==> config.mk <==
export PLATFORM = sky130hd
export DESIGN_NAME = usart_async_receiver
export DESIGN_NICKNAME = d
export VERILOG_FILES = /design/src/usart_rx_pkg.sv /design/src/usart_async_receiver.sv /design/src/rx_fifo.sv
export VERILOG_INCLUDE_DIRS = /design/src
export SDC_FILE = /design/constraint.sdc
export NUM_CORES = 1
export LEC_CHECK = 0
export ABC_AREA = 1
export BUFFER_PORTS_ARGS = -buffer_cell sky130_fd_sc_hd__clkbuf_2
export CAP_MARGIN = 20
export CORE_UTILIZATION = 30
export DETAILED_ROUTE_END_ITERATION = 16
export SLEW_MARGIN = 20
export SYNTH_ARGS = -nofsm -noshare
export SYNTH_HDL_FRONTEND = slang
export SYNTH_HIERARCHICAL = 1
export SYNTH_SLANG_ARGS = --single-unit
==> constraint.sdc <==
create_clock -name mclk -period 2.7 [get_ports mclk]
set_clock_uncertainty 0.2 [all_clocks]
set_input_delay 0.54 -clock mclk [delete_from_list [all_inputs] [get_ports mclk]]
set_output_delay 0.54 -clock mclk [all_outputs]
set_load 0.03 [all_outputs]
==> src/usart_rx_defines.svh <==
// constants for the asynchronous serial receiver: buffer depth, entry layout,
// oversampling counts and voting positions.
// assumes it is included by bare name from the package and the design modules.
`ifndef USART_RX_DEFINES_SVH
`define USART_RX_DEFINES_SVH

// ---------------------------------------------------------------------------
// receive buffer
// ---------------------------------------------------------------------------
`define RX_FIFO_DEPTH 2
`define RX_DATA_W 9
`define RX_ENTRY_W 12
`define RX_FE_POS 9
`define RX_PE_POS 10
`define RX_DOR_POS 11

// ---------------------------------------------------------------------------
// oversampling
// ---------------------------------------------------------------------------
`define RX_OS_NORMAL 5'h10
`define RX_OS_DOUBLE 5'h08
`define RX_VOTE_NORMAL 5'h08
`define RX_VOTE_DOUBLE 5'h04

// ---------------------------------------------------------------------------
// reset values
// ---------------------------------------------------------------------------
`define RX_SYNC_RESET 1'b1
`define RX_PREV_RESET 1'b0

`endif

==> src/usart_rx_pkg.sv <==
// types shared by the receiver and its receive buffer.
// assumes usart_rx_defines.svh is on the include path.
package usart_rx_pkg;

`include "usart_rx_defines.svh"

    // -----------------------------------------------------------------------
    // types
    // -----------------------------------------------------------------------
    typedef logic [`RX_ENTRY_W-1:0] rx_entry_t;

    typedef enum logic [2:0] {
        ST_IDLE,
        ST_START,
        ST_DATA,
        ST_PARITY,
        ST_STOP
    } rx_state_e;

endpackage

==> src/usart_async_receiver.sv <==
// asynchronous serial receiver: start-bit recovery, majority voting, parity
// and frame checks, overrun tracking and a two-entry receive buffer.
// assumes sample_tick is a one-cycle pulse on mclk at 16x (8x in double speed)
// the baud rate, and data_read_strobe marks a software read of the data.
`timescale 1ns/1ps

`include "usart_rx_defines.svh"

// Operation
// with nine-bit frames software reads the ninth bit before the data byte.
// a data read pops the buffer; ninth bit and errors follow next frame.
// receive-complete flag is one exactly while unread frames are buffered.
// clearing receiver enable flushes buffer and drops receive-complete flag.
// interrupt request follows receive-complete flag while its enable is set.
// frame, overrun and parity errors are buffered with their own frame.
// status writes never change the three error flags; software writes zeros.
// none of the error flags drives any interrupt request.
// frame error is one when the first stop bit voted low.
// only the first stop bit is checked; stop-bit count is ignored.
// overrun when buffer full, character waiting, and new start bit found.
// overrun indication clears once a frame moves into the buffer.
// parity error reads zero whenever parity checking is disabled.
// parity checker runs when enable bit set; compares data parity with bit.
// parity result stays with its frame until that frame is read.
// disabling stops reception at once, empties buffer, releases the pin.
// software empties the buffer by reading data until flag reads zero.
// line sampled at sixteen times baud, eight times in double speed.
// start qualified by samples 8,9,10 or 4,5,6 after first low sample.
// two or more high qualifying samples reject start; else synchronise.
// every data, parity and stop bit decided by centre three-sample vote.
// while enabled the receiver takes over the receive pin.
// odd-select low checks even parity, high checks odd parity.
module usart_async_receiver (
    input wire logic mclk,
    input wire logic rst_n,
    input wire logic clk_en,
    input wire logic sample_tick,
    input wire logic serial_rx_pin,
    input wire logic rx_enable,
    input wire logic rx_complete_irq_enable,
    input wire logic double_speed_select,
    input wire logic parity_enable_bit,
    input wire logic parity_odd_select,
    input wire logic stop_bit_count_select,
    input wire logic [2:0] char_size_select,
    input wire logic data_read_strobe,
    output logic [7:0] serial_data_reg,
    output logic rx_ninth_bit,
    output logic frame_error_flag,
    output logic overrun_flag,
    output logic parity_error_flag,
    output logic rx_complete_flag,
    output logic rx_complete_irq,
    output logic rx_pin_override
);

    // -----------------------------------------------------------------------
    // helpers
    // -----------------------------------------------------------------------
    function automatic logic [4:0] samples_per_bit(input logic dbl);
        samples_per_bit = dbl ? `RX_OS_DOUBLE : `RX_OS_NORMAL;
    endfunction

    function automatic logic [4:0] vote_first(input logic dbl);
        vote_first = dbl ? `RX_VOTE_DOUBLE : `RX_VOTE_NORMAL;
    endfunction

    function automatic logic maj3(input logic a, input logic b, input logic c);
        maj3 = (a & b) | (a & c) | (b & c);
    endfunction

    // codes 0..3 give five to eight bits, 7 gives nine; others fall back to eight
    function automatic logic [3:0] data_bits(input logic [2:0] code);
        case (code)
            3'h0: data_bits = 4'h5;
            3'h1: data_bits = 4'h6;
            3'h2: data_bits = 4'h7;
            3'h7: data_bits = 4'h9;
            default: data_bits = 4'h8;
        endcase
    endfunction

    // -----------------------------------------------------------------------
    // declarations
    // -----------------------------------------------------------------------
    logic rx_meta_q;
    logic rx_sync_q;
    logic line_prev_q;
    usart_rx_pkg::rx_state_e state_q;
    logic [4:0] cnt_q;
    logic [1:0] votes_q;
    logic [3:0] bit_idx_q;
    logic [8:0] shift_q;
    logic par_bit_q;
    logic hold_valid_q;
    usart_rx_pkg::rx_entry_t hold_q;
    logic dor_pending_q;

    logic tick;
    logic [4:0] os_len;
    logic [4:0] vote_pos;
    logic [3:0] n_bits;
    logic vote_now;
    logic bit_end;
    logic bit_val;
    logic start_ok;
    logic start_reject;
    logic frame_done;
    logic overrun_evt;
    logic par_err;
    usart_rx_pkg::rx_entry_t new_entry;
    usart_rx_pkg::rx_entry_t push_entry;
    logic fifo_wr_valid;
    logic fifo_wr_ready;
    logic fifo_rd_valid;
    logic pushed;
    usart_rx_pkg::rx_entry_t head;

    // -----------------------------------------------------------------------
    // pin synchroniser
    // -----------------------------------------------------------------------
    // idle-high reset so a held-off line never looks like a start edge
    always_ff @(posedge mclk or negedge rst_n) begin
        if (!rst_n) begin
            rx_meta_q <= `RX_SYNC_RESET;
            rx_sync_q <= `RX_SYNC_RESET;
        end else if (clk_en) begin
            rx_meta_q <= serial_rx_pin;
            rx_sync_q <= rx_meta_q;
        end
    end

    // -----------------------------------------------------------------------
    // sampling and voting
    // -----------------------------------------------------------------------
    assign rx_pin_override = rx_enable;
    assign tick = clk_en && sample_tick && rx_enable;
    assign os_len = samples_per_bit(double_speed_select);
    assign vote_pos = vote_first(double_speed_select);
    assign n_bits = data_bits(char_size_select);
    assign vote_now = tick && (state_q != usart_rx_pkg::ST_IDLE) && (cnt_q == vote_pos + 5'h02);
    assign bit_end = tick && (cnt_q == os_len);
    assign bit_val = maj3(votes_q[1], votes_q[0], rx_sync_q);
    assign start_ok = vote_now && (state_q == usart_rx_pkg::ST_START) && !bit_val;
    assign start_reject = vote_now && (state_q == usart_rx_pkg::ST_START) && bit_val;
    // only the first stop bit is voted; a second one is just idle line
    assign frame_done = vote_now && (state_q == usart_rx_pkg::ST_STOP);

    // even: data xor parity bit is zero; odd: it is one
    assign par_err = parity_enable_bit && ((^shift_q) ^ par_bit_q ^ parity_odd_select);
    always_comb begin
        new_entry = '0;
        new_entry[`RX_DATA_W-1:0] = shift_q;
        new_entry[`RX_FE_POS] = !bit_val;
        new_entry[`RX_PE_POS] = par_err;
    end

    always_ff @(posedge mclk or negedge rst_n) begin
        if (!rst_n) begin
            line_prev_q <= `RX_PREV_RESET;
        end else if (clk_en) begin
            if (!rx_enable) begin
                line_prev_q <= `RX_PREV_RESET;
            end else if (tick) begin
                line_prev_q <= rx_sync_q;
            end
        end
    end

    always_ff @(posedge mclk or negedge rst_n) begin
        if (!rst_n) begin
            votes_q <= 2'h0;
        end else if (tick) begin
            if (cnt_q == vote_pos) begin
                votes_q[1] <= rx_sync_q;
            end
            if (cnt_q == vote_pos + 5'h01) begin
                votes_q[0] <= rx_sync_q;
            end
        end
    end

    // -----------------------------------------------------------------------
    // frame state machine
    // -----------------------------------------------------------------------
    // disable acts at once: a half-received frame is simply dropped
    always_ff @(posedge mclk or negedge rst_n) begin
        if (!rst_n) begin
            state_q <= usart_rx_pkg::ST_IDLE;
            cnt_q <= 5'h00;
            bit_idx_q <= 4'h0;
        end else if (clk_en) begin
            if (!rx_enable) begin
                state_q <= usart_rx_pkg::ST_IDLE;
                cnt_q <= 5'h00;
                bit_idx_q <= 4'h0;
            end else if (tick) begin
                cnt_q <= (cnt_q == os_len) ? 5'h01 : cnt_q + 5'h01;
                case (state_q)
                    usart_rx_pkg::ST_IDLE: begin
                        cnt_q <= 5'h01;
                        if (line_prev_q && !rx_sync_q) begin
                            // edge tick is sample 1, so the next tick must count as 2
                            cnt_q <= 5'h02;
                            state_q <= usart_rx_pkg::ST_START;
                        end
                    end
                    usart_rx_pkg::ST_START: begin
                        if (start_reject) begin
                            state_q <= usart_rx_pkg::ST_IDLE;
                        end else if (bit_end) begin
                            state_q <= usart_rx_pkg::ST_DATA;
                            bit_idx_q <= 4'h0;
                        end
                    end
                    usart_rx_pkg::ST_DATA: begin
                        if (bit_end) begin
                            if (bit_idx_q == n_bits - 4'h1) begin
                                state_q <= parity_enable_bit ? usart_rx_pkg::ST_PARITY : usart_rx_pkg::ST_STOP;
                            end else begin
                                bit_idx_q <= bit_idx_q + 4'h1;
                            end
                        end
                    end
                    usart_rx_pkg::ST_PARITY: begin
                        if (bit_end) begin
                            state_q <= usart_rx_pkg::ST_STOP;
                        end
                    end
                    usart_rx_pkg::ST_STOP: begin
                        // next start edge may follow the last vote sample directly
                        if (frame_done) begin
                            state_q <= usart_rx_pkg::ST_IDLE;
                        end
                    end
                    default: begin
                        state_q <= usart_rx_pkg::ST_IDLE;
                    end
                endcase
            end
        end
    end

    // unused upper bits stay zero, so short characters read masked
    always_ff @(posedge mclk or negedge rst_n) begin
        if (!rst_n) begin
            shift_q <= 9'h000;
            par_bit_q <= 1'b0;
        end else if (tick) begin
            if (state_q == usart_rx_pkg::ST_IDLE) begin
                shift_q <= 9'h000;
            end else if (vote_now && state_q == usart_rx_pkg::ST_DATA) begin
                shift_q[bit_idx_q] <= bit_val;
            end else if (vote_now && state_q == usart_rx_pkg::ST_PARITY) begin
                par_bit_q <= bit_val;
            end
        end
    end

    // -----------------------------------------------------------------------
    // shift-register hold and overrun
    // -----------------------------------------------------------------------
    // a held character is lost only on disable or when the next start bit needs the shifter
    assign overrun_evt = start_ok && hold_valid_q && !fifo_wr_ready;
    assign fifo_wr_valid = rx_enable && (hold_valid_q || frame_done);
    assign pushed = clk_en && fifo_wr_valid && fifo_wr_ready;

    always_comb begin
        push_entry = hold_valid_q ? hold_q : new_entry;
        push_entry[`RX_DOR_POS] = dor_pending_q;
    end

    always_ff @(posedge mclk or negedge rst_n) begin
        if (!rst_n) begin
            hold_valid_q <= 1'b0;
            hold_q <= '0;
        end else if (clk_en) begin
            if (!rx_enable || overrun_evt) begin
                hold_valid_q <= 1'b0;
            end else if (frame_done && (hold_valid_q || !fifo_wr_ready)) begin
                hold_valid_q <= 1'b1;
                hold_q <= new_entry;
            end else if (pushed) begin
                hold_valid_q <= 1'b0;
            end
        end
    end

    // set wins over the clear from a successful move
    always_ff @(posedge mclk or negedge rst_n) begin
        if (!rst_n) begin
            dor_pending_q <= 1'b0;
        end else if (clk_en) begin
            if (!rx_enable) begin
                dor_pending_q <= 1'b0;
            end else if (overrun_evt) begin
                dor_pending_q <= 1'b1;
            end else if (pushed) begin
                dor_pending_q <= 1'b0;
            end
        end
    end

    // -----------------------------------------------------------------------
    // receive buffer and software view
    // -----------------------------------------------------------------------
    rx_fifo u_fifo (
        .mclk(mclk),
        .rst_n(rst_n),
        .clk_en(clk_en),
        .flush(!rx_enable),
        .wr_valid(fifo_wr_valid),
        .wr_ready(fifo_wr_ready),
        .wr_data(push_entry),
        .rd_pop(data_read_strobe),
        .rd_valid(fifo_rd_valid),
        .rd_data(head)
    );

    // error flags come from the head entry, parity also masked by parity_enable_bit, so no write path can touch them
    assign rx_complete_flag = fifo_rd_valid;
    assign serial_data_reg = fifo_rd_valid ? head[7:0] : 8'h00;
    assign rx_ninth_bit = fifo_rd_valid && head[8];
    assign frame_error_flag = fifo_rd_valid && head[`RX_FE_POS];
    assign overrun_flag = fifo_rd_valid && head[`RX_DOR_POS];
    assign parity_error_flag = fifo_rd_valid && parity_enable_bit && head[`RX_PE_POS];
    assign rx_complete_irq = rx_complete_flag && rx_complete_irq_enable;
endmodule

==> src/rx_fifo.sv <==
// two-entry receive buffer holding frame data with its error status.
// assumes one clock, one clock enable and a synchronous flush from the receiver.
`timescale 1ns/1ps

`include "usart_rx_defines.svh"

module rx_fifo (
    input wire logic mclk,
    input wire logic rst_n,
    input wire logic clk_en,
    input wire logic flush,
    input wire logic wr_valid,
    output logic wr_ready,
    input wire usart_rx_pkg::rx_entry_t wr_data,
    input wire logic rd_pop,
    output logic rd_valid,
    output usart_rx_pkg::rx_entry_t rd_data
);

    // -----------------------------------------------------------------------
    // storage
    // -----------------------------------------------------------------------
    usart_rx_pkg::rx_entry_t mem_q [0:`RX_FIFO_DEPTH-1];
    logic rd_ptr_q;
    logic wr_ptr_q;
    logic [1:0] count_q;
    logic push;
    logic pop;
    usart_rx_pkg::rx_entry_t next_head;

    function automatic logic next_ptr(input logic p);
        next_ptr = ~p;
    endfunction

    assign wr_ready = (count_q != 2'h2);
    assign rd_valid = (count_q != 2'h0);
    assign push = clk_en && !flush && wr_valid && wr_ready;
    assign pop = clk_en && !flush && rd_pop && rd_valid;
    assign rd_data = mem_q[rd_ptr_q];
    assign next_head = mem_q[next_ptr(rd_ptr_q)];

    // error bits travel in the same word as the data
    always_ff @(posedge mclk or negedge rst_n) begin
        if (!rst_n) begin
            for (int i = 0; i < `RX_FIFO_DEPTH; i++) begin
                mem_q[i] <= '0;
            end
        end else if (push) begin
            mem_q[wr_ptr_q] <= wr_data;
        end
    end

    // a read moves the head to the next frame; flush drops everything
    always_ff @(posedge mclk or negedge rst_n) begin
        if (!rst_n) begin
            rd_ptr_q <= 1'b0;
            wr_ptr_q <= 1'b0;
            count_q <= 2'h0;
        end else if (clk_en) begin
            if (flush) begin
                rd_ptr_q <= 1'b0;
                wr_ptr_q <= 1'b0;
                count_q <= 2'h0;
            end else begin
                if (push) begin
                    wr_ptr_q <= next_ptr(wr_ptr_q);
                end
                if (pop) begin
                    rd_ptr_q <= next_ptr(rd_ptr_q);
                end
                count_q <= count_q + {1'b0, push} - {1'b0, pop};
            end
        end
    end
endmodule

# Yosys cells after proc, flatten, opt, wreduce, memory -nomap -nowiden
# Index checks and enable logic that the tools add are counted.
[classes]
addsub = 7
bitwise = 14
mul = 0
n_div = 0
reduce_logical = 58
shifts = 0
n_mux = 51
n_eq_ne = 27
n_lt_le_gt_ge = 5
[op_table]
columns = ["op", "n"]
rows = [
  ["12-bit two-way mux", 4],
  ["1-bit logical AND", 32],
  ["3-bit two-way mux", 10],
  ["4-bit two-way mux", 7],
  ["5-bit two-way mux", 5],
  ["24-bit bitwise mux", 1],
  ["3-bit != test (second input constant)", 8],
  ["9-bit two-way mux", 2],
  ["4-bit case mux with 4 select lines", 1],
  ["2-bit AND reduction", 8],
  ["5-bit == test", 3],
  ["3-bit case mux with 5 select lines", 1],
  ["12-bit demux with 1-bit select", 1],
  ["1-bit two-way mux", 12],
  ["11-bit two-way mux", 1],
  ["9-bit bitwise mux", 1],
  ["3-bit by 2-bit == test with 1-bit output (second input constant)", 3],
  ["9-bit XOR reduction", 1],
  ["8-bit two-way mux", 1],
  ["4-bit case mux with 2 select lines", 1],
  ["8-bit AND reduction", 1],
  ["7-bit AND reduction", 1],
  ["3-bit by 1-bit == test with 1-bit output (second input constant)", 2],
  ["3-bit == test (second input constant)", 2],
  ["31 further kinds", 53],
]
[totals]
n_memories = 0
latchBits = 0
ff_bits = 68
mem_bits_ro = 0
ramBits = 0
out_inout_bits = 15
in_bits = 15
wordCells = 180

# Logic depth before layout (Yosys ltp)
[depth]
depth_word = 12
ltp_mapped = 19
ltp_nobuf = 18

# Hierarchy
# Netlist, hierarchy kept.
[modules_own_cells]
columns = ["mod", "seq_area_each_um2", "n_inst", "cells_each", "area_per_inst_um2"]
rows = [
  ["usart_async_receiver", 1003.5, 1, 380, 2867.8],
  ["rx_fifo", 700.7, 1, 189, 1432.6],
]

# Worst setup path before layout
# Ideal clock, no wire load.
[synth_timing]
path_kind = "flip-flop to flip-flop"
start = "register cnt_q[0]"
end = "register u_fifo.count_q[0]"
synth_period_minus_slack_ns = 2.945
n_path_buf = 1
setup_time_ns = 0.126
t_required_ns = 2.374
arrival_ns = 2.619
stages_incl_launch_ff = 18
slack_ns = -0.245
cell_sequence = "dfrtp_1 -> inv_1 -> ha_1 -> inv_1 -> nor2_1 -> nand3_2 -> nor2_8 -> nand2_1 -> a21oi_1 -> nand3_2 -> nor2_8 -> buf_6 -> inv_1 -> ha_1 -> inv_1 -> ha_1 -> nand2_1 -> o21ai_0"
[synth_between]
elab_chain_cells = 10
[synth_rtl]
columns = ["element", "line", "rtl"]
rows = [
  ["from (decl)", "usart_async_receiver.sv:90", "logic [4:0] cnt_q;"],
  ["from (signal assigned)", "usart_async_receiver.sv:198", "cnt_q <= (cnt_q == os_len) ? 5'h01 : cnt_q + 5'h01;"],
  ["5-bit == test", "usart_async_receiver.sv:141", "assign vote_now = tick && (state_q != usart_rx_pkg::ST_IDLE) && (cnt_q == vote_pos + 5'h02);"],
  ["1-bit logical AND", "usart_async_receiver.sv:141", ""],
  ["1-bit logical AND", "usart_async_receiver.sv:147", "assign frame_done = vote_now && (state_q == usart_rx_pkg::ST_STOP);"],
  ["1-bit logical OR", "usart_async_receiver.sv:265", "assign fifo_wr_valid = rx_enable && (hold_valid_q || frame_done);"],
  ["1-bit logical AND", "usart_async_receiver.sv:265", ""],
  ["named net fifo_wr_valid", "usart_async_receiver.sv:113", "logic fifo_wr_valid;"],
  ["1-bit logical AND (2 in series)", "rx_fifo.sv:37", "assign push = clk_en && !flush && wr_valid && wr_ready;"],
  ["2-bit by 1-bit adder with 2-bit output", "rx_fifo.sv:71", "count_q <= count_q + {1'b0, push} - {1'b0, pop};"],
  ["2-bit by 1-bit subtractor with 2-bit output", "rx_fifo.sv:71", ""],
  ["2-bit two-way mux", "rx_fifo.sv:60", "if (flush) begin"],
  ["to (signal assigned)", "rx_fifo.sv:71", ""],
  ["to (decl)", "rx_fifo.sv:26", "logic [1:0] count_q;"],
]
# The timed path passes the listed nets, and every way through them passes these cells.
# A chain may end at the register's enable or synchronous reset.

# Worst setup path after layout
[layout_timing]
start = "register cnt_q[0]"
end = "register u_fifo.count_q[1]"
# Same word-level chain as after synthesis.

==> results.md <==
* Avg WL per Cell at 12.1 microns
* Top Family by Delay on Critical Path: simple AND/OR/NAND/NOR gates
* Final core area utilization at 0.358
* Hold Vio Cnt, Final at 0
* RR Startpoint: cnt_q[0]
* Clock Root Buffer: clkbuf_16
* Tightest Pin Transition at 0.593 ns
* TritonCTS clock tree: done
* Mapped Area at 4300 sq um
* Sequential-to-total area share from yosys stat at 0.396
* Post-route ant nets at 0
* RSZ-0062 raised after global routing: no
* CP max stage cell: dfrtp_1
* Setup_tns at 0 ns
* Drt pass-1 iters at 4
* Crit share post-route at 0.937
* Setup WS post-layout at 0.170 ns
* Die Y-Extent at 122 microns
* Largest net degree at the start of global routing at 69
* Via count at 3577
* NumNets Final at 632
* TritonCTS Buffers at 9
* YS warnings at 6
* Hold WS at 0.0118 ns
* Leak at 2.59 nW
* Syn_nets at 594
* Mapped Cells at 569
* Worst slew margin at 0.603
* Global router's overall resource usage at 0.139
* Maxcap violations at 0
* Synth cell types at 39
* Starting Density at 0.309
* Placer Congestion at 0.832
* Initial antenna violation count at 0
* Final setup fails at 0
* Slew Viols, Final at 0
* DRT iter0 DRCs at 188
* Setup crit start: cnt_q[0]
* IO Pins at 30
* Max Clock Freq at 395 MHz
* Final worst path period need at 2.53 ns
* Vias per Instance at 4.52
* # rows at 43
* Placed Cells incl. Taps at 775
* First-pass GRT wire length at 16400 microns
* Max incr delay on CP at 0.37 ns
* Vias in the first global route at 3521
* Startpoint types: flip-flop
* Hold Path Class: in -> async
* Critical Path Fanout Max at 2
* Sink Count at 68
* Die area at 14800 sq um
* Crit path buf inv count at 4
* Clock-pin slew of the registers on the worst-case setup and hold paths at 0.06 ns
* DIE WIDTH at 122 microns
* Clk_lat worst skew at 0.33 ns
* Clock buffer depth at 2
* H-tree depth at 3
* P&R area growth vs syn at 16.0%
* CP arrival at 2.55 ns
* Critical path capture point type: flip-flop
* PortBufs at 28
* Final std cells w/o fill at 792
* Syn_area_per_cell at 7.56 sq um
* Crit-path cells: inv_1, ha_2, inv_2, nor2_4, nand3_4, nor2_8, nand2_2, a21oi_4, nand3_4, nor2_8, inv_2, ha_1, inv_1, ha_1, nand3_1, nand3_1, nand2_1
* WS Path Type: reg -> reg
* Flops & latches, synth at 68
* Layout cells sized above 1 at 0.196
* Core area at 13900 sq um
* Setup Slack @ Placement at 0.00258 ns
* DRC Markers at 0
* Status: finished, final reports clean
* DP HPWL at 6710 microns
* P per Cell Area at 631 nW/um^2
* Total Routed Length at 9570 microns
* Peak supply drop at 0.325 mV
* Gr ovfl total at 0
* Worst Path Required at 2.72 ns
* Number of diodes at 0
cells by family (layout without fill, tap and decap cells):
group | after synthesis | count (layout) | synth area share
compound gates | 68 | 68 | 0.110
xor+xnor | 12 | 12 | 0.0244
fa+ha+maj | 10 | 10 | 0.0291
buf+inv | 86 | 129 | 0.0902
flops | 68 | 68 | 0.396
simple gates | 325 | 325 | 0.350
where the power goes:
| group | total, mW | switching (mW) | internal [mW] | leakage (nW) |
|---|---|---|---|---|
| clock | 1.10 | 0.476 | 0.624 | 0.132 |
| sequential | 1.17 | 0.0731 | 1.10 | 0.934 |
| combinational | 0.878 | 0.580 | 0.298 | 1.53 |
| total | 3.15 | 1.13 | 2.02 | 2.59 |
state kept, by name (all words and copies together), names as in the netlist, 2 cells and up:
name / count
u_fifo/mem_q: 24
u_fifo/count_q: 2
shift_q: 9
hold_q: 11
votes_q: 2
cnt_q: 5
bit_idx_q: 4
state_q: 3
final cells by class:
type | count | area (sq um)
fillers | 1438 | 8940
multi-input cells | 415 | 2250
flip-flops and latches | 68 | 1700
repair buffers | 44 | 273
inverters | 69 | 264
clock buffers | 9 | 225
well taps | 180 | 225
clock inverters | 7 | 51.3
through the flow:
stage / cell area (sq um) / power, mW
floorplan: 4330 / 1.82
global placement: 4690 / 2.03
detailed placement: 4690 / 2.06
CTS: 4970 / 3.17
global route: 4990 / 3.33
finish: 4990 / 3.15
timing repair:
action                                  CTS  global route
endpoints found under the setup margin    0             5
hold buffers                              0             0
gates resized for setup                   0             2
buffers inserted                          0             1
hold endpoints to repair                  0             0
worst reg2reg max path, stage by stage, from the launching register on:
cell and delay [ns]:
dfrtp_1 0.37, inv_1 0.08, ha_2 0.17, inv_2 0.04, nor2_4 0.10, nand3_4 0.11, nor2_8 0.12, nand2_2 0.08
a21oi_4 0.17, nand3_4 0.11, nor2_8 0.12, inv_2 0.03, ha_1 0.27, inv_1 0.06, ha_1 0.16, nand3_1 0.08
nand3_1 0.08, nand2_1 0.05
path summary, 6_finish.rpt:
kind,endpoint,slack (ns),cells after the start
min,cnt_q[0],0.01,2
max reg2reg,u_fifo/count_q[1],0.17,17
max in group asynchronous,rx_sync_q,1.96,2
min reg2reg,rx_meta_q,0.27,2
max,u_fifo/count_q[1],0.17,17
min in group mclk,rx_meta_q,0.20,3
synth_stat cells, drive strengths merged:
library cell  instances  share of area
nand2               226           0.21
dfrtp                66           0.38
inv                  66          0.058
nand3                54          0.075
o21ai                42          0.060
nor2                 27          0.036
a21oi                12          0.019
ha                   10          0.029
buf                   9          0.022
clkbuf                8         0.0070
nor3                  8          0.012
xnor2                 7          0.014
o31ai                 5         0.0087
xor2                  5          0.010
nor3b                 4         0.0070
o22ai                 4         0.0058
clkinv                3         0.0038
nand3b                3         0.0052
dfstp                 2          0.012
or2                   2         0.0029
a221o                 1         0.0023
a31oi                 1         0.0015
nand4                 1         0.0015
o2111ai               1         0.0061
o21bai                1         0.0044
o32ai                 1         0.0020
placed cells by master, fill, tap and decap left out, types with 9 or more instances in the layout:
cell,Yosys,final
nand2_1,212,211
dfrtp_1,66,66
inv_1,59,57
nand3_1,48,48
clkbuf_2,0,27
nor2_1,22,21
o21ai_1,15,16
buf_4,2,15
o21ai_0,14,13
o21ai_2,13,13
nand2_2,10,11
inv_2,7,9
a21oi_1,10,9
ha_1,10,9
clkbuf_16,0,9
layer usage:
| layer | track usage | vias up | share of wire |
|---|---|---|---|
| met1 | 0.181 | 1625 | 0.49 |
| met3 | 0.0253 | 6 | 0.031 |
| met5 | 0 | - | 0 |
| met2 | 0.235 | 60 | 0.47 |
| met4 | 0.0409 | 0 | 0.010 |
| li1 | - | 1886 | - |
Power figures use the tool's default switching activity.
